===== src/imrs_defines.svh =====
// register map, field positions, status codes and bit timing
// assumes a 20 MHz system clock and 32-bit AXI4-Lite word access
`ifndef IMRS_DEFINES_SVH
`define IMRS_DEFINES_SVH

`define IMRS_ADDR_W 4
`define IMRS_CTRL_OFS 4'h0
`define IMRS_STAT_OFS 4'h4
`define IMRS_DATA_OFS 4'h8

`define IMRS_CTRL_RST 8'h00
`define IMRS_DATA_RST 8'hFF
`define IMRS_PRESC_RST 2'h0

`define IMRS_B_FLAG 7
`define IMRS_B_ACKEN 6
`define IMRS_B_START 5
`define IMRS_B_STOP 4
`define IMRS_B_WCOL 3
`define IMRS_B_EN 2
`define IMRS_B_IE 0

`define IMRS_SC_START 8'h08
`define IMRS_SC_RSTART 8'h10
`define IMRS_SC_AW_ACK 8'h18
`define IMRS_SC_AW_NACK 8'h20
`define IMRS_SC_TX_ACK 8'h28
`define IMRS_SC_TX_NACK 8'h30
`define IMRS_SC_LOST 8'h38
`define IMRS_SC_AR_ACK 8'h40
`define IMRS_SC_AR_NACK 8'h48
`define IMRS_SC_RX_ACK 8'h50
`define IMRS_SC_RX_NACK 8'h58
`define IMRS_SC_NONE 8'hF8

`define IMRS_RESP_OKAY 2'h0
`define IMRS_RESP_SLVERR 2'h2

`define IMRS_CLK_MHZ 20
`define IMRS_HALF_BIT_NS 5000
`define IMRS_HALF_CYC ((`IMRS_HALF_BIT_NS * `IMRS_CLK_MHZ) / 1000)
`define IMRS_QTR_CYC (`IMRS_HALF_CYC / 2)

`endif


===== src/imrs_pkg.sv =====
// types shared by the two-wire master receiver sequencer
// assumes nothing beyond the synthesis tool's SystemVerilog support
package imrs_pkg;

   typedef enum logic [3:0] {
      S_IDLE = 4'h0,
      S_START_HI = 4'h1,
      S_START_LO = 4'h2,
      S_BIT_LO = 4'h3,
      S_BIT_HI = 4'h4,
      S_HOLD = 4'h5,
      S_STOP_LO = 4'h6,
      S_STOP_HI = 4'h7,
      S_STOP_END = 4'h8,
      S_RS_LO = 4'h9
   } imrs_state_t;

   typedef enum logic [1:0] {
      PH_ADDR = 2'h0,
      PH_RX = 2'h1,
      PH_TX = 2'h2
   } imrs_phase_t;

   typedef struct packed {
      imrs_state_t st;
      logic [11:0] cnt;
      logic flag;
      logic ack_en;
      logic start_req;
      logic stop_req;
      logic wcol;
      logic en;
      logic ie;
      logic [1:0] presc;
      logic [4:0] code;
      logic [7:0] data;
      logic [8:0] sh;
      logic [8:0] rx;
      logic [3:0] bitn;
      imrs_phase_t ph;
      logic mode_rx;
      logic owned;
      logic busy;
      logic scl_oe_n;
      logic sda_oe_n;
      logic last_scl;
      logic last_sda;
      logic smp;
   } imrs_core_t;

   typedef struct packed {
      logic awready;
      logic wready;
      logic aw_have;
      logic w_have;
      logic [3:0] addr_w;
      logic [7:0] wdat;
      logic wstb_ok;
      logic bvalid;
      logic [1:0] bresp;
      logic arready;
      logic ar_pend;
      logic [3:0] ar_addr;
      logic rvalid;
      logic [31:0] rdata;
      logic [1:0] rresp;
      logic wr_stb;
   } imrs_axil_t;

   typedef struct packed {
      logic [1:0] meta;
      logic [1:0] stable;
   } imrs_sync_t;

endpackage


===== src/imrs_axil.sv =====
// AXI4-Lite slave front end: one write and one read at a time
// assumes 8-bit registers in the low byte lane of aligned words
`timescale 1ns/10ps
`default_nettype none
`include "imrs_defines.svh"
module imrs_axil
   import imrs_pkg::*;
(
   input wire logic clk,
   input wire logic sys_rst,
   input wire logic [3:0] s_axi_awaddr,
   input wire logic s_axi_awvalid,
   output logic s_axi_awready,
   input wire logic [31:0] s_axi_wdata,
   input wire logic [3:0] s_axi_wstrb,
   input wire logic s_axi_wvalid,
   output logic s_axi_wready,
   output logic [1:0] s_axi_bresp,
   output logic s_axi_bvalid,
   input wire logic s_axi_bready,
   input wire logic [3:0] s_axi_araddr,
   input wire logic s_axi_arvalid,
   output logic s_axi_arready,
   output logic [31:0] s_axi_rdata,
   output logic [1:0] s_axi_rresp,
   output logic s_axi_rvalid,
   input wire logic s_axi_rready,
   output logic wr_stb,
   output logic [3:0] wr_addr,
   output logic [7:0] wr_data,
   output logic [3:0] rd_addr,
   input wire logic [7:0] rd_data
);
   imrs_axil_t r_reg;
   imrs_axil_t r_next;

   function automatic logic mapped(input logic [3:0] a);
      mapped = (a == `IMRS_CTRL_OFS) || (a == `IMRS_STAT_OFS) ||
         (a == `IMRS_DATA_OFS);
   endfunction

   always_comb
   begin
      r_next = r_reg;
      r_next.wr_stb = 1'b0;
      if (s_axi_awvalid && r_reg.awready)
      begin
         r_next.aw_have = 1'b1;
         r_next.addr_w = s_axi_awaddr;
      end
      if (s_axi_wvalid && r_reg.wready)
      begin
         r_next.w_have = 1'b1;
         r_next.wdat = s_axi_wdata[7:0];
         r_next.wstb_ok = s_axi_wstrb[0];
      end
      if (r_reg.aw_have && r_reg.w_have && !r_reg.bvalid)
      begin
         r_next.aw_have = 1'b0;
         r_next.w_have = 1'b0;
         r_next.bvalid = 1'b1;
         r_next.bresp = mapped(r_reg.addr_w) ? `IMRS_RESP_OKAY
            : `IMRS_RESP_SLVERR;
         r_next.wr_stb = mapped(r_reg.addr_w) && r_reg.wstb_ok;
      end
      if (r_reg.bvalid && s_axi_bready)
      begin
         r_next.bvalid = 1'b0;
      end
      if (s_axi_arvalid && r_reg.arready)
      begin
         r_next.ar_pend = 1'b1;
         r_next.ar_addr = s_axi_araddr;
      end
      if (r_reg.ar_pend)
      begin
         r_next.ar_pend = 1'b0;
         r_next.rvalid = 1'b1;
         r_next.rdata = mapped(r_reg.ar_addr) ? {24'h000000, rd_data}
            : 32'h00000000;
         r_next.rresp = mapped(r_reg.ar_addr) ? `IMRS_RESP_OKAY
            : `IMRS_RESP_SLVERR;
      end
      if (r_reg.rvalid && s_axi_rready)
      begin
         r_next.rvalid = 1'b0;
      end
      r_next.awready = !r_next.aw_have;
      r_next.wready = !r_next.w_have;
      r_next.arready = !r_next.ar_pend && !r_next.rvalid;
   end

   always_ff @(posedge clk)
   begin
      if (sys_rst)
      begin
         r_reg <= '0;
      end
      else
      begin
         r_reg <= r_next;
      end
   end

   assign s_axi_awready = r_reg.awready;
   assign s_axi_wready = r_reg.wready;
   assign s_axi_bresp = r_reg.bresp;
   assign s_axi_bvalid = r_reg.bvalid;
   assign s_axi_arready = r_reg.arready;
   assign s_axi_rdata = r_reg.rdata;
   assign s_axi_rresp = r_reg.rresp;
   assign s_axi_rvalid = r_reg.rvalid;
   assign wr_stb = r_reg.wr_stb;
   assign wr_addr = r_reg.addr_w;
   assign wr_data = r_reg.wdat;
   assign rd_addr = r_reg.ar_addr;
endmodule
`default_nettype wire


===== src/imrs_master.sv =====
// two-wire bus master receiver sequencer with AXI4-Lite registers
// assumes open-drain pads outside; oe_n low pulls the line low
//
// Functional notes
// - master mode starts only after START; address direction bit picks rx/tx
// - the interface runs only while interface enable is one
// - START goes out once the bus is seen idle, never mid-transfer
// - after START the flag is set and status reads 0x08
// - writing one clears the flag and releases the next action
// - after read address and acknowledge, flag set with 0x38, 0x40 or 0x48
// - received byte is in the data register when the flag is set
// - in 0x40/0x50 clearing the flag receives a byte, ack per ack enable
// - byte received with ACK reports 0x50, with NACK reports 0x58
// - the stop request clears itself once STOP has gone out
// - start alone gives repeated START; start and stop give STOP then START
// - repeated START reports 0x10 and keeps ownership of the bus
// - in 0x10 an address with write bit switches to master transmit
// - lost arbitration reports 0x38; releases bus, restarts if start set
// - in 0x48 and 0x58 repeated START, STOP or STOP then START follow
//
// Decided for this implementation: the AXI4-Lite interface to the registers and the register addresses.
`timescale 1ns/10ps
`default_nettype none
`include "imrs_defines.svh"
module imrs_master
   import imrs_pkg::*;
(
   input wire logic clk,
   input wire logic sys_rst,
   input wire logic [3:0] s_axi_awaddr,
   input wire logic s_axi_awvalid,
   output logic s_axi_awready,
   input wire logic [31:0] s_axi_wdata,
   input wire logic [3:0] s_axi_wstrb,
   input wire logic s_axi_wvalid,
   output logic s_axi_wready,
   output logic [1:0] s_axi_bresp,
   output logic s_axi_bvalid,
   input wire logic s_axi_bready,
   input wire logic [3:0] s_axi_araddr,
   input wire logic s_axi_arvalid,
   output logic s_axi_arready,
   output logic [31:0] s_axi_rdata,
   output logic [1:0] s_axi_rresp,
   output logic s_axi_rvalid,
   input wire logic s_axi_rready,
   input wire logic scl_i,
   output logic scl_o,
   output logic scl_oe_n,
   input wire logic sda_i,
   output logic sda_o,
   output logic sda_oe_n
);
   localparam logic [11:0] HALF = 12'(`IMRS_HALF_CYC);
   localparam logic [11:0] QTR = 12'(`IMRS_QTR_CYC);
   localparam logic [4:0] C_NONE = 5'(`IMRS_SC_NONE >> 3);

   imrs_core_t r_reg;
   imrs_core_t r_next;
   logic wr_stb;
   logic [3:0] wr_addr;
   logic [7:0] wr_data;
   logic [3:0] rd_addr;
   logic [7:0] rd_data;
   logic [1:0] pins_s;
   logic scl_s;
   logic sda_s;
   logic arb_bit;

   imrs_axil u_axil (
      .clk(clk),
      .sys_rst(sys_rst),
      .s_axi_awaddr(s_axi_awaddr),
      .s_axi_awvalid(s_axi_awvalid),
      .s_axi_awready(s_axi_awready),
      .s_axi_wdata(s_axi_wdata),
      .s_axi_wstrb(s_axi_wstrb),
      .s_axi_wvalid(s_axi_wvalid),
      .s_axi_wready(s_axi_wready),
      .s_axi_bresp(s_axi_bresp),
      .s_axi_bvalid(s_axi_bvalid),
      .s_axi_bready(s_axi_bready),
      .s_axi_araddr(s_axi_araddr),
      .s_axi_arvalid(s_axi_arvalid),
      .s_axi_arready(s_axi_arready),
      .s_axi_rdata(s_axi_rdata),
      .s_axi_rresp(s_axi_rresp),
      .s_axi_rvalid(s_axi_rvalid),
      .s_axi_rready(s_axi_rready),
      .wr_stb(wr_stb),
      .wr_addr(wr_addr),
      .wr_data(wr_data),
      .rd_addr(rd_addr),
      .rd_data(rd_data)
   );

   imrs_sync u_sync (
      .clk(clk),
      .sys_rst(sys_rst),
      .pin_in({scl_i, sda_i}),
      .pin_sync(pins_s)
   );

   assign scl_s = pins_s[1];
   assign sda_s = pins_s[0];

   // driven bits that another master may override
   assign arb_bit = (r_reg.ph == PH_RX) ? (r_reg.bitn == 4'd8)
      : (r_reg.bitn < 4'd8);

   assign rd_data = (rd_addr == `IMRS_CTRL_OFS) ?
      {r_reg.flag, r_reg.ack_en, r_reg.start_req, r_reg.stop_req,
       r_reg.wcol, r_reg.en, 1'b0, r_reg.ie}
      : (rd_addr == `IMRS_STAT_OFS) ?
      {r_reg.code, 1'b0, r_reg.presc}
      : r_reg.data;

   always_comb
   begin
      r_next = r_reg;
      // software writes first, so a hardware set in the same cycle wins
      if (wr_stb && (wr_addr == `IMRS_CTRL_OFS))
      begin
         if (wr_data[`IMRS_B_FLAG])
         begin
            r_next.flag = 1'b0;
         end
         r_next.ack_en = wr_data[`IMRS_B_ACKEN];
         r_next.start_req = wr_data[`IMRS_B_START];
         r_next.stop_req = wr_data[`IMRS_B_STOP];
         r_next.en = wr_data[`IMRS_B_EN];
         r_next.ie = wr_data[`IMRS_B_IE];
      end
      else if (wr_stb && (wr_addr == `IMRS_STAT_OFS))
      begin
         r_next.presc = wr_data[1:0];
      end
      else if (wr_stb && (wr_addr == `IMRS_DATA_OFS))
      begin
         // data may only change while the bus is stalled
         if (r_reg.flag)
         begin
            r_next.data = wr_data;
            r_next.wcol = 1'b0;
         end
         else
         begin
            r_next.wcol = 1'b1;
         end
      end

      // bus free/busy tracking from START and STOP seen on the lines
      r_next.last_scl = scl_s;
      r_next.last_sda = sda_s;
      if (scl_s && r_reg.last_scl && r_reg.last_sda && !sda_s)
      begin
         r_next.busy = 1'b1;
      end
      if (scl_s && r_reg.last_scl && !r_reg.last_sda && sda_s)
      begin
         r_next.busy = 1'b0;
      end

      r_next.cnt = 12'(r_reg.cnt + 12'd1);
      if (!r_reg.en)
      begin
         r_next.st = S_IDLE;
         r_next.scl_oe_n = 1'b1;
         r_next.sda_oe_n = 1'b1;
         r_next.owned = 1'b0;
      end
      else
      begin
         unique case (r_reg.st)
            S_IDLE:
            begin
               r_next.scl_oe_n = 1'b1;
               r_next.sda_oe_n = 1'b1;
               if (!r_reg.flag && r_reg.start_req && !r_reg.busy)
               begin
                  r_next.st = S_START_HI;
                  r_next.cnt = 12'd0;
               end
            end
            S_START_HI:
            begin
               if (!scl_s)
               begin
                  r_next.cnt = 12'd0;
               end
               else if (r_reg.cnt == HALF)
               begin
                  r_next.sda_oe_n = 1'b0;
                  r_next.st = S_START_LO;
                  r_next.cnt = 12'd0;
               end
            end
            S_START_LO:
            begin
               if (r_reg.cnt == HALF)
               begin
                  r_next.scl_oe_n = 1'b0;
                  r_next.flag = 1'b1;
                  r_next.code = r_reg.owned ? 5'(`IMRS_SC_RSTART >> 3)
                     : 5'(`IMRS_SC_START >> 3);
                  r_next.owned = 1'b1;
                  r_next.st = S_HOLD;
               end
            end
            S_HOLD:
            begin
               // clock stays low while owned and the flag is set
               if (!r_reg.flag)
               begin
                  r_next.cnt = 12'd0;
                  if (!r_reg.owned)
                  begin
                     r_next.st = S_IDLE;
                  end
                  else if (r_reg.stop_req)
                  begin
                     r_next.sda_oe_n = 1'b0;
                     r_next.st = S_STOP_LO;
                  end
                  else if (r_reg.start_req)
                  begin
                     r_next.sda_oe_n = 1'b1;
                     r_next.st = S_RS_LO;
                  end
                  else
                  begin
                     r_next.st = S_BIT_LO;
                     r_next.bitn = 4'd0;
                     if ((r_reg.code == `IMRS_SC_START >> 3) ||
                        (r_reg.code == `IMRS_SC_RSTART >> 3))
                     begin
                        r_next.sh = {r_reg.data, 1'b1};
                        r_next.mode_rx = r_reg.data[0];
                        r_next.ph = PH_ADDR;
                     end
                     else if (r_reg.mode_rx)
                     begin
                        r_next.sh = {8'hFF, !r_reg.ack_en};
                        r_next.ph = PH_RX;
                     end
                     else
                     begin
                        r_next.sh = {r_reg.data, 1'b1};
                        r_next.ph = PH_TX;
                     end
                  end
               end
            end
            S_RS_LO:
            begin
               if (r_reg.cnt == HALF)
               begin
                  r_next.scl_oe_n = 1'b1;
                  r_next.st = S_START_HI;
                  r_next.cnt = 12'd0;
               end
            end
            S_STOP_LO:
            begin
               if (r_reg.cnt == HALF)
               begin
                  r_next.scl_oe_n = 1'b1;
                  r_next.st = S_STOP_HI;
                  r_next.cnt = 12'd0;
               end
            end
            S_STOP_HI:
            begin
               if (!scl_s)
               begin
                  r_next.cnt = 12'd0;
               end
               else if (r_reg.cnt == HALF)
               begin
                  r_next.sda_oe_n = 1'b1;
                  r_next.st = S_STOP_END;
                  r_next.cnt = 12'd0;
               end
            end
            S_STOP_END:
            begin
               if (r_reg.cnt == HALF)
               begin
                  r_next.stop_req = 1'b0;
                  r_next.owned = 1'b0;
                  r_next.code = C_NONE;
                  r_next.st = S_IDLE;
               end
            end
            S_BIT_LO:
            begin
               if (r_reg.cnt == QTR)
               begin
                  r_next.sda_oe_n = r_reg.sh[8];
               end
               if (r_reg.cnt == HALF)
               begin
                  r_next.scl_oe_n = 1'b1;
                  r_next.st = S_BIT_HI;
                  r_next.cnt = 12'd0;
               end
            end
            S_BIT_HI:
            begin
               if (!scl_s)
               begin
                  r_next.cnt = 12'd0;
               end
               else if ((r_reg.cnt == QTR) && r_reg.sh[8] && !sda_s &&
                  arb_bit)
               begin
                  r_next.scl_oe_n = 1'b1;
                  r_next.sda_oe_n = 1'b1;
                  r_next.owned = 1'b0;
                  r_next.flag = 1'b1;
                  r_next.code = 5'(`IMRS_SC_LOST >> 3);
                  r_next.bitn = 4'd0;
                  r_next.st = S_HOLD;
               end
               else if (r_reg.cnt == QTR)
               begin
                  r_next.smp = sda_s;
               end
               else if (r_reg.cnt == HALF)
               begin
                  r_next.scl_oe_n = 1'b0;
                  r_next.cnt = 12'd0;
                  r_next.rx = {r_reg.rx[7:0], r_reg.smp};
                  r_next.sh = {r_reg.sh[7:0], 1'b1};
                  r_next.bitn = 4'(r_reg.bitn + 4'd1);
                  r_next.st = S_BIT_LO;
                  if (r_reg.bitn == 4'd8)
                  begin
                     r_next.bitn = 4'd0;
                     r_next.flag = 1'b1;
                     r_next.st = S_HOLD;
                     unique case (r_reg.ph)
                        PH_ADDR:
                        begin
                           if (r_reg.mode_rx)
                           begin
                              r_next.code = !r_reg.smp ?
                                 5'(`IMRS_SC_AR_ACK >> 3)
                                 : 5'(`IMRS_SC_AR_NACK >> 3);
                           end
                           else
                           begin
                              r_next.code = !r_reg.smp ?
                                 5'(`IMRS_SC_AW_ACK >> 3)
                                 : 5'(`IMRS_SC_AW_NACK >> 3);
                           end
                        end
                        PH_RX:
                        begin
                           r_next.data = r_reg.rx[7:0];
                           r_next.code = r_reg.sh[8] ?
                              5'(`IMRS_SC_RX_NACK >> 3)
                              : 5'(`IMRS_SC_RX_ACK >> 3);
                        end
                        default:
                        begin
                           r_next.code = !r_reg.smp ?
                              5'(`IMRS_SC_TX_ACK >> 3)
                              : 5'(`IMRS_SC_TX_NACK >> 3);
                        end
                     endcase
                  end
               end
            end
            default:
            begin
               r_next.st = S_IDLE;
            end
         endcase
      end
   end

   always_ff @(posedge clk)
   begin
      if (sys_rst)
      begin
         r_reg <= '{st: S_IDLE, cnt: 12'h000, flag: 1'b0,
            ack_en: 1'b0, start_req: 1'b0, stop_req: 1'b0, wcol: 1'b0,
            en: 1'b0, ie: 1'b0, presc: `IMRS_PRESC_RST,
            code: C_NONE, data: `IMRS_DATA_RST, sh: 9'h1FF,
            rx: 9'h000, bitn: 4'h0, ph: PH_ADDR, mode_rx: 1'b0,
            owned: 1'b0, busy: 1'b0, scl_oe_n: 1'b1, sda_oe_n: 1'b1,
            last_scl: 1'b1, last_sda: 1'b1, smp: 1'b1};
      end
      else
      begin
         r_reg <= r_next;
      end
   end

   // open-drain: the pad only ever pulls low
   assign scl_o = 1'b0;
   assign sda_o = 1'b0;
   assign scl_oe_n = r_reg.scl_oe_n;
   assign sda_oe_n = r_reg.sda_oe_n;
endmodule
`default_nettype wire


===== src/imrs_sync.sv =====
// two-stage synchroniser for the serial clock and data pin inputs
// assumes the pins idle high, so the stages reset to one
`timescale 1ns/10ps
`default_nettype none
module imrs_sync
   import imrs_pkg::*;
(
   input wire logic clk,
   input wire logic sys_rst,
   input wire logic [1:0] pin_in,
   output logic [1:0] pin_sync
);
   imrs_sync_t r_reg;
   imrs_sync_t r_next;

   always_comb
   begin
      r_next = r_reg;
      r_next.meta = pin_in;
      r_next.stable = r_reg.meta;
   end

   always_ff @(posedge clk)
   begin
      if (sys_rst)
      begin
         r_reg <= '{meta: 2'h3, stable: 2'h3};
      end
      else
      begin
         r_reg <= r_next;
      end
   end

   assign pin_sync = r_reg.stable;
endmodule
`default_nettype wire

===== config.mk =====
export PLATFORM = sky130hd
export DESIGN_NAME = imrs_master
export DESIGN_NICKNAME = d
export VERILOG_FILES = /design/src/imrs_pkg.sv /design/src/imrs_axil.sv /design/src/imrs_master.sv /design/src/imrs_sync.sv
export VERILOG_INCLUDE_DIRS = /design/src
export SDC_FILE = /design/constraint.sdc
export NUM_CORES = 1
export LEC_CHECK = 0
export BUFFER_PORTS_ARGS = -buffer_cell sky130_fd_sc_hd__buf_2
export CAP_MARGIN = 20
export CORE_UTILIZATION = 47
export DETAILED_ROUTE_END_ITERATION = 8
export PLACE_DENSITY = 0.75
export SETUP_SLACK_MARGIN = 0.5
export SLEW_MARGIN = 30
export SYNTH_ARGS = -nofsm -noshare
export SYNTH_HDL_FRONTEND = slang
export SYNTH_HIERARCHICAL = 1
export SYNTH_SLANG_ARGS = --single-unit
export TNS_END_PERCENT = 5

===== constraint.sdc =====
create_clock -name clk -period 4.6 [get_ports clk]
set_clock_uncertainty 0.1 [all_clocks]
set_input_delay 0.46 -clock clk [delete_from_list [all_inputs] [get_ports clk]]
set_output_delay 0.46 -clock clk [all_outputs]
set_load 0.1 [all_outputs]

# Yosys cells after proc, flatten, opt, wreduce, memory -nomap -nowiden

Index checks and enable logic that the tools add are counted.

Add/sub/neg operators: 2
Order comparisons: 1
Eq/ne operators: 44
Multiplexer cells: 111
Bitwise operators: 9
Reductions and logical operators: 63

Operator list:

| cell                                                                  | count |
|---|---|
| 35-bit 2-to-1 mux                                                     | 4 |
| 16-bit 2-to-1 mux                                                     | 7 |
| 12-bit case mux with 8 select lines                                   | 1 |
| 8-bit 2-to-1 mux                                                      | 9 |
| 9-bit 2-to-1 mux                                                      | 7 |
| 4-bit 2-to-1 mux                                                      | 13 |
| 12-bit 2-to-1 mux                                                     | 4 |
| 4-bit case mux with 10 select lines                                   | 1 |
| 17-bit 2-to-1 mux                                                     | 2 |
| 2-bit inequality test, second input constant                          | 17 |
| 33-bit 2-to-1 mux                                                     | 1 |
| 1-bit 2-to-1 mux                                                      | 32 |
| 7-bit 2-to-1 mux                                                      | 4 |
| 13-bit 2-to-1 mux                                                     | 2 |
| 26-bit 2-to-1 mux                                                     | 1 |
| 4-bit by 3-bit equality test with 1-bit output, second input constant | 6 |
| 1-bit logical AND                                                     | 22 |
| 4-bit equality test, second input constant                            | 5 |
| 5-bit 2-to-1 mux                                                      | 4 |
| 9-bit case mux with 2 select lines                                    | 1 |
| 2-bit 2-to-1 mux                                                      | 8 |
| 4-bit case mux with 2 select lines                                    | 2 |
| 5-bit case mux with 3 select lines                                    | 1 |
| 14-bit AND reduction                                                  | 1 |
| other kinds (38)                                                      | 75 |

Bits in registers: 136
Input bits: 53
Output and inout bits: 45
Logic and storage cells: 272

# Longest topological paths before layout

Gate-level depths: netlist of the first run.

Depth in word-level cells: 13
Mapped depth: 10
Gate-level depth less buffers: 8

# Modules after synthesis

The synthesis of the first run kept the hierarchy.

By module, submodules not included:

| module      | instances | cells each | area an instance (sq um) | sequential area each (sq um) |
|---|---|---|---|---|
| imrs_master | 1         | 505        | 3962.6                   | 1381.3 |
| imrs_axil   | 1         | 182        | 1615.3                   | 720.7 |
| imrs_sync   | 1         | 8          | 105.1                    | 80.1 |

# Worst setup path after synthesis of the first run

No wires, ideal clock.

Kind: reg2reg
From: register r_reg[61] (netlist name)
To: register r_reg[33] (netlist name)
Setup time: 0.120 ns
Data arrival time: 1.892 ns
Data required time: 4.380 ns
Setup slack: 2.489 ns
Cell stages (with the launch flop): 8
Path buffers: 1
Clock period less this slack: 2.111 ns
Cells stage by stage: dfxtp_1 > nor4_4 > nand4_4 > or3_1 > buf_6 > nor2_8 > a211oi_1 > a211o_1

==> flow_metrics.py, run 1 <==
metrics = {
    "layout": {
        "diodes": 0,
        "fin_nets": 750,
        "finish.instance_area_um2": 5980,
        "drive_above_1_share": 0.134,
        "syn_to_final_growth_pct": 5.22,
        "largest_reg_flops": 67,
        "layout.cells.non_filler": 838,
    },
    "floorplan": {
        "die_y_um": 112,
        "rows": 39,
        "design.core.area_um2": 11600,
        "die_area_um2": 12500,
        "die_w_um": 112,
        "ios": 98,
        "initial_core_util": 0.489,
    },
    "synthesis": {
        "yosysWarningCount": 6,
        "synth_top_family_by_area": "simple AND/OR/NAND/NOR gates",
        "syn_avg_cell_area_um2": 8.18,
        "synth_cells": 695,
        "synth-xor-area-share": 0.0216,
        "async_flop_share": 0,
        "synthMuxAreaShare": 0.0619,
        "synth-seq-cells": 109,
        "synth-edff-count": 0,
        "syn_area_um2": 5680,
        "yosys.area_share.simple": 0.251,
        "ys_seq_area_frac": 0.384,
        "synth_top_flop_cell": "dfxtp_1",
        "synth-compound-area-share": 0.157,
        "synthAdderAreaFrac": 0.0154,
        "ys_types": 66,
    },
    "clock_network": {
        "cts_made_buffers": 9,
        "insertion_delay_ns": 0.36,
        "cts_root_buf": "clkbuf_16",
        "post_cts_buffers": 0,
        "path_clk_slew_ns": 0.07,
        "cts_tree": "done",
        "cts_buffer_depth": 2,
        "post_cts_resized": 0,
        "holdBufCountCts": 0,
        "clock_sinks": 109,
        "htreeDepth": 3,
    },
    "sta": {
        "setup_viol": 0,
        "setup_ws_ns": 1.61,
        "hold_slack_ns": 0.182,
        "final.period_utilization": 0.651,
        "grt_setup_unrepaired": "false",
        "slew_viol_final": 0,
        "min_period_ns": 2.99,
        "worst_pin_slew_ns": 0.780,
        "hold_violations": 0,
        "tns_ns": 0,
        "fmaxAchievable_mhz": 334,
        "max_slew_margin": 0.479,
    },
    "outcome": {
        "status": "finished, violations left",
        "violations": "design-rule violations",
    },
    "routing": {
        "wl_per_cell_um": 14.4,
        "wl_met1_um": 5470,
        "drt_pass1_iterations": 9,
        "drc": 4,
        "met2WireLength_um": 5630,
        "viasPerCell": 5.59,
        "dr.first_iter.drc_count": 328,
        "dr_wl_met3_um": 610,
        "vias": 4682,
        "drt_wl_total_um": 12000,
        "route.antenna.remaining_nets": 0,
        "highest-signal-layer": "met4",
    },
    "critical_path": {
        "end_kind": "flip-flop",
        "critPathKind": "flip-flop to flip-flop",
        "cp_data_arrival_time_ns": 3.14,
        "critPathMaxFanout": 22,
        "worstPathRequired_ns": 4.75,
        "cp-startpoint": "r_reg[68]$_SDFFE_PP0P_",
        "worstReg2RegStart": "r_reg[68]$_SDFFE_PP0P_",
        "worstSetupStartpointType": "flip-flop",
    },
    "job": {
        "maxCapViolCount": 0,
    },
    "placed_design": {
        "dpl.hpwl_um": 8490,
        "dp_slack_ns": 1.67,
        "placed_cells": 822,
        "gp_congestion": 0.970,
        "numPortBuffers": 42,
        "place_area_um2": 5640,
    },
    "power": {
        "p_per_area_nw_per_um2": 349,
        "peakVddDrop_mv": 0.357,
        "leakage_nw": 2.46,
    },
    "hold_path": {
        "hp-class": "input port to flip-flop",
        "holdCritStartpoint": "scl_i",
    },
    "global_route": {
        "grt_usage": 0.194,
        "grt_first_pass_wirelength_um": 20000,
        "antenna_found_initial": 0,
        "overflow": 0,
        "grt_max_degree": 59,
        "grt_pass1_vias": 4338,
    },
}
## layer usage
metal / global-route usage / vias up
met5: 0 / -
met3: 0.0386 / 33
li1: - / 2300
met1: 0.253 / 2169
met4: 0.0862 / 0
met2: 0.313 / 180
## through the flow
stage,util,power [mW]
after floorplan,-,1.23
after global placement,0.486,1.23
after global routing,0.515,2.15
after detailed placement,0.486,1.24
final,0.515,2.08
after CTS,0.515,2.10
## layout by cell type, fill, tap and decap left out, types with 3 or more instances in the layout
cell type / n
dfxtp_1: 109
nor2_1: 91
nand2_1: 79
a21oi_1: 46
buf_2: 42
mux2i_1: 34
o21ai_0: 34
conb_1: 28
nand3_1: 20
inv_1: 16
nor3_1: 16
a31oi_1: 16
nor2b_1: 11
or2_2: 11
nand2b_1: 11
and3_1: 9
clkbuf_16: 9
xor2_1: 8
a22o_2: 8
ha_1: 7
xnor2_1: 6
o211ai_1: 5
a211o_1: 5
or2_1: 5
nand3b_1: 4
nand4_1: 4
a211oi_1: 4
and2_1: 4
nor4b_1: 3
buf_4: 3
## report_power, final
group          leakage, nW  internal (mW)  switching [mW]
Combinational         1.42         0.0405           0.192
Clock                0.163          0.492           0.379
Sequential           0.884          0.962          0.0200
## worst paths after layout
| check | endpoint | cells past startpoint | slack, ns |
|---|---|---|---|
| worst max-delay path | r_reg[33]$_SDFF_PP1_ | 6 | 1.61 |
| worst min-delay path | u_sync/r_next[1]$_SDFF_PP1_ | 2 | 0.18 |
| worst min register to register | u_sync/pin_sync[0]$_SDFF_PP1_ | 1 | 0.31 |
| worst max register to register | r_reg[33]$_SDFF_PP1_ | 6 | 1.61 |
## cell type report
| cell class | instances | area, µm² |
|---|---|---|
| timing repair buffer | 45 | 233 |
| sequential | 109 | 2180 |
| multi-input combinational | 509 | 2990 |
| clock buffer | 9 | 225 |
| clock inverter | 7 | 115 |
| fill | 1073 | 5630 |
| tap | 143 | 179 |
| inverter | 16 | 60.1 |
## cell usage after synthesis (16+ instances only)
master    count  share of area
clkbuf_1     22          0.015
mux2i_1      34          0.060
inv_1        16          0.011
nor2_1       91          0.060
a21oi_1      46          0.041
buf_4        54          0.071
dfxtp_1     109           0.38
nand3_1      20          0.018
a31oi_1      16          0.018
o21ai_0      34          0.030
nor3_1       16          0.014
nand2_1      79          0.052
## cell families after synthesis
group	after synthesis
muxes	35
and+or+nand+nor	287
DFF	109
buffers and inverters	103
xor gates and xnor gates	14
other	2
AOI/OAI and AO/OA	138
adders and majority gates	7
## worst max-delay path, stage by stage, from the launching register on
cell and delay (ns):
dfxtp_1 0.77, nor2b_1 0.33, nand2_1 0.37, or3_1 0.76, nor2_8 0.22, a211oi_1 0.06, a211o_1 0.27
(Power assumes the default switching activity.)
==> run 2, diff against run 1 <==
==> constraint.sdc (replaced) <==
create_clock -name clk -period 3.05 [get_ports clk]
set_clock_uncertainty 0.1 [all_clocks]
set_input_delay 0.305 -clock clk [delete_from_list [all_inputs] [get_ports clk]]
set_output_delay 0.305 -clock clk [all_outputs]
set_load 0.1 [all_outputs]
==> flow_metrics.py, run 2 (synthesized netlist as in run 1, its figures left out) <==
metrics = {
    "sta": {
        "hold_slack_ns": 0.0369,
        "final.period_utilization": 0.801,
        "setup_viol": 0,
        "worst_pin_slew_ns": 0.751,
        "grt_setup_unrepaired": "true",
        "fmaxAchievable_mhz": 409,
        "tns_ns": 0,
        "slew_viol_final": 0,
        "max_slew_margin": 0.492,
        "hold_violations": 0,
        "min_period_ns": 2.44,
    },
    "critical_path": {
        "critPathMaxFanout": 12,
        "worstSetupStartpointType": "flip-flop",
        "reg2regPathDepth": 6,
        "worstPathRequired_ns": 3.19,
        "rr_endpoint": "r_reg[35]$_SDFF_PP1_",
        "critPathKind": "flip-flop to flip-flop",
        "end_kind": "flip-flop",
        "reg2reg_slack_ns": 0.61,
        "worstReg2RegStart": "r_reg[66]$_SDFFE_PP0P_",
        "cpPeakStageDelay_ns": 0.72,
        "cp_data_arrival_time_ns": 2.58,
        "critical_path.cell_chain": "nor2b_1 -> nand2_1 -> buf_4 -> or4_1 -> o21ai_0 -> nand2b_1",
        "worst_path_max_delay_cell": "or4_1",
    },
    "power": {
        "p_seq_frac": 0.484,
        "switchingPower_mw": 0.888,
        "leakage_nw": 2.51,
        "p_per_area_nw_per_um2": 506,
        "peakVddDrop_mv": 0.355,
        "intPower_mw": 2.17,
        "p_sw_frac": 0.290,
        "p_comb_frac": 0.114,
        "clockPowerShare": 0.401,
    },
    "layout": {
        "fin_nets": 761,
        "syn_to_final_growth_pct": 6.45,
        "diodes": 0,
        "final_common_cell": "dfxtp_1",
        "largest_reg_flops": 67,
        "drive_above_1_share": 0.147,
        "final_cell_mix": "dfxtp_1 (109), nor2_1 (91), nand2_1 (79)",
    },
    "clock_network": {
        "holdBufCountCts": 0,
        "path_clk_slew_ns": 0.07,
        "post_cts_resized": 0,
        "cts_made_buffers": 9,
        "clock_sinks": 109,
        "htreeDepth": 3,
        "insertion_delay_ns": 0.35,
        "cts_tree": "done",
        "cts_root_buf": "clkbuf_16",
        "cts_buffer_depth": 2,
    },
    "outcome": {
        "status": "finished, violations left",
        "violations": "design-rule violations",
    },
    "routing": {
        "drt_wl_total_um": 12300,
        "drc": 4,
        "drt_pass1_iterations": 9,
        "viasPerCell": 5.60,
        "wl_per_cell_um": 14.5,
        "vias": 4751,
        "dr.first_iter.drc_count": 468,
        "route.antenna.remaining_nets": 0,
    },
    "floorplan": {
        "design.core.area_um2": 11600,
        "initial_core_util": 0.489,
        "die_area_um2": 12500,
        "ios": 98,
        "rows": 39,
        "die_y_um": 112,
        "die_w_um": 112,
    },
    "global_route": {
        "antenna_found_initial": 0,
        "grt_usage": 0.200,
        "use_met3": 0.0261,
        "top_usage_layer": "met2",
        "overflow": 0,
        "grtUsageMet2": 0.328,
        "grt_pass1_vias": 4364,
        "grt_first_pass_wirelength_um": 20600,
        "grtUsageMet1": 0.257,
        "grt_max_degree": 35,
    },
    "placed_design": {
        "numPortBuffers": 42,
        "gp_congestion": 0.941,
        "dpl.hpwl_um": 8720,
    },
    "hold_path": {
        "min_to": "u_sync/r_next[1]$_SDFF_PP1_",
        "min_path_cells": 2,
        "holdCritStartpoint": "scl_i",
        "hp-class": "input port to flip-flop",
    },
    "job": {
        "maxCapViolCount": 0,
    },
}
run 2: worst max-delay path by stage:
stage                            from                     end  slack (ns)
2_1_floorplan    r_reg[61]$_SDFF_PP0_    r_reg[33]$_SDFF_PP1_        0.94
3_3_place_gp     r_reg[61]$_SDFF_PP0_  r_reg[29]$_SDFFE_PP1P_        0.65
3_5_place_dp     r_reg[61]$_SDFF_PP0_  r_reg[26]$_SDFFE_PP1P_        0.59
4_1_cts          r_reg[63]$_SDFF_PP0_  r_reg[31]$_SDFFE_PP1P_        0.56
5_1_grt        r_reg[10]$_SDFFE_PP0P_  r_reg[69]$_SDFFE_PP0P_        0.46
6_report       r_reg[66]$_SDFFE_PP0P_    r_reg[35]$_SDFF_PP1_        0.61
run 2: cell type report:
class / instances / area, µm²
well taps: 143 / 179
clock buffers: 9 / 225
clock inverters: 7 / 90.1
inverters: 16 / 60.1
multi-input cells: 509 / 2990
fillers: 1016 / 5560
flip-flops and latches: 109 / 2180
repair buffers: 56 / 328
run 2: metrics by stage:
step	power, mW	area, µm²	setup WS (ns)	instances	utilization
floorplan	1.86	5780	0.939	721	-
global placement	1.86	5700	0.650	830	0.491
detailed placement	1.86	5700	0.592	830	0.491
CTS	3.08	6010	0.563	846	0.518
global route	3.15	6050	0.456	849	0.521
finish	3.06	6050	0.608	849	0.521
run 2: repair_timing:
action / in CTS / in global routing
hold endpoints to repair: 0 / 0
setup endpoints to repair: 0 / 14
buffers inserted: 0 / 3
run 2: power by group through the flow:
stage	Sequential [mW]	Combinational (mW)	Clock, mW
final	1.48	0.350	1.23
after global routing	1.49	0.368	1.30
after CTS	1.48	0.350	1.25
after detailed placement	1.51	0.349	0
after global placement	1.51	0.345	0
after floorplan	1.54	0.317	0
run 2: layer usage:
metal / wire (µm) / part of all wire
met5: 0 / 0
met4: 392 / 0.032
met3: 826 / 0.067
met2: 5670 / 0.46
met1: 5390 / 0.44
run 2: worst max-delay path, delay by kind of cell, from the launching register on:
family,cells,cell delay (ns)
simple gates,4,1.33
compound gates,1,0.24
buf+inv,1,0.25
flops,1,0.42
==> run 3, diff against run 2 <==
==> constraint.sdc (replaced) <==
create_clock -name clk -period 2.4 [get_ports clk]
set_clock_uncertainty 0.1 [all_clocks]
set_input_delay 0.24 -clock clk [delete_from_list [all_inputs] [get_ports clk]]
set_output_delay 0.24 -clock clk [all_outputs]
set_load 0.1 [all_outputs]
==> flow_metrics.py, run 3 (synthesized netlist as in run 1, its figures left out) <==
metrics = {
    "floorplan": {
        "die_y_um": 112,
        "die_area_um2": 12500,
        "die_w_um": 112,
        "initial_core_util": 0.489,
        "rows": 39,
        "design.core.area_um2": 11600,
        "ios": 98,
    },
    "global_route": {
        "grt_usage": 0.217,
        "overflow": 0,
        "antenna_found_initial": 0,
        "grt_pass1_vias": 4630,
        "grt_max_degree": 39,
        "grt_first_pass_wirelength_um": 22000,
    },
    "routing": {
        "dr_wl_met3_um": 914,
        "drc": 4,
        "dr.first_iter.drc_count": 480,
        "vias": 4923,
        "drt_pass1_iterations": 9,
        "viasPerCell": 5.60,
        "wl_met1_um": 5600,
        "highest-signal-layer": "met4",
        "met2WireLength_um": 6430,
        "route.antenna.remaining_nets": 0,
        "drt_wl_total_um": 13200,
        "wl_per_cell_um": 15.0,
    },
    "layout": {
        "largest_reg_flops": 67,
        "multi_input_area_um2": 3090,
        "final_common_cell": "dfxtp_1",
        "syn_to_final_growth_pct": 13.1,
        "fin_nets": 791,
        "drive_above_1_share": 0.200,
        "diodes": 0,
        "final_cell_mix": "dfxtp_1 (105), nor2_1 (89), nand2_1 (77)",
        "regArea_um2": 2190,
        "fillers": 1042,
    },
    "outcome": {
        "violations": "design-rule violations",
        "status": "finished, violations left",
    },
    "power": {
        "p_total_mw": 3.96,
        "peakVddDrop_mv": 0.460,
        "leakage_nw": 2.69,
        "p_per_area_nw_per_um2": 616,
    },
    "sta": {
        "min_period_ns": 2.11,
        "hold_violations": 0,
        "final.period_utilization": 0.880,
        "tns_ns": 0,
        "slew_viol_final": 0,
        "hold_slack_ns": 0.0186,
        "grt_setup_unrepaired": "true",
        "setup_viol": 0,
        "worst_pin_slew_ns": 0.545,
        "fmaxAchievable_mhz": 474,
        "max_slew_margin": 0.636,
    },
    "critical_path": {
        "worstSetupStartpointType": "flip-flop",
        "worstPathRequired_ns": 2.55,
        "critPathMaxFanout": 5,
        "cp_data_arrival_time_ns": 2.26,
        "critPathKind": "flip-flop to flip-flop",
        "reg2regPathDepth": 8,
        "end_kind": "flip-flop",
    },
    "clock_network": {
        "htreeDepth": 3,
        "insertion_delay_ns": 0.36,
        "cts_tree": "done",
        "cts_made_buffers": 9,
        "cts_root_buf": "clkbuf_16",
        "cts_buffer_depth": 2,
        "clock_sinks": 109,
        "path_clk_slew_ns": 0.07,
    },
    "hold_path": {
        "hp-class": "input port to flip-flop",
        "min_path_cells": 3,
    },
    "job": {
        "maxCapViolCount": 0,
    },
    "placed_design": {
        "dpl.hpwl_um": 9020,
        "gp_congestion": 0.930,
        "numPortBuffers": 42,
    },
}
[run 3: final timing paths]
kind	slack [ns]	to	startpoint
worst min register to register	0.32	u_sync/pin_sync[1]$_SDFF_PP1_	u_sync/r_next[1]$_SDFF_PP1_
worst max-delay path	0.29	r_reg[25]$_SDFFE_PP1P_	r_reg[65]$_SDFF_PP0_
worst min-delay path	0.02	u_axil/wr_data[4]$_SDFFE_PP0P_	s_axi_wdata[4]
worst max register to register	0.29	r_reg[25]$_SDFFE_PP1P_	r_reg[65]$_SDFF_PP0_
[run 3: metal layers]
metal  track usage  up-vias
li1              -     2393
met1         0.273     2302
met2         0.371      202
met3        0.0338       26
met4        0.0907        0
met5             0        -
[run 3: power by group]
group,internal [mW],switching (mW),leakage [nW]
logic,0.0828,0.376,1.65
clock network,0.922,0.700,0.158
registers,1.84,0.0363,0.887
[run 3: area by class of cell]
type,instances,share of cell area
Clock inverter,7,0.0152
Timing Repair Buffer,84,0.0903
Multi-Input combinational cell,511,0.482
Tap cell,143,0.0278
Clock buffer,9,0.0350
Sequential cell,109,0.341
Inverter,16,0.00935
[run 3: what timing repair did]
action / 4_1_cts / 5_1_grt
cloned: 5 / 0
pin swaps: 14 / 2
hold buffers: 2 / 0
gates resized for setup: 31 / 0
endpoints found under the setup margin: 55 / 58
setup buffers: 11 / 0
endpoints found under the hold margin: 2 / 0
[run 3: metrics by stage]
stage / cells / setup slack, ns / utilization / cell area, µm²
after global placement: 845 / 0.184 / 0.503 / 5850
after floorplan: 721 / 0.405 / - / 5820
after global routing: 879 / 0.162 / 0.553 / 6430
after CTS: 879 / 0.295 / 0.553 / 6430
final: 879 / 0.289 / 0.553 / 6430
after detailed placement: 845 / 0.142 / 0.503 / 5850
[run 3: worst max-delay path, cell delays in order, from the launching register on]
cell,delay [ns]
dfxtp_2,0.34
nor4_4,0.31
buf_4,0.17
nand4_4,0.14
buf_6,0.17
a211oi_4,0.31
buf_6,0.17
a31oi_1,0.07
or2_4,0.22
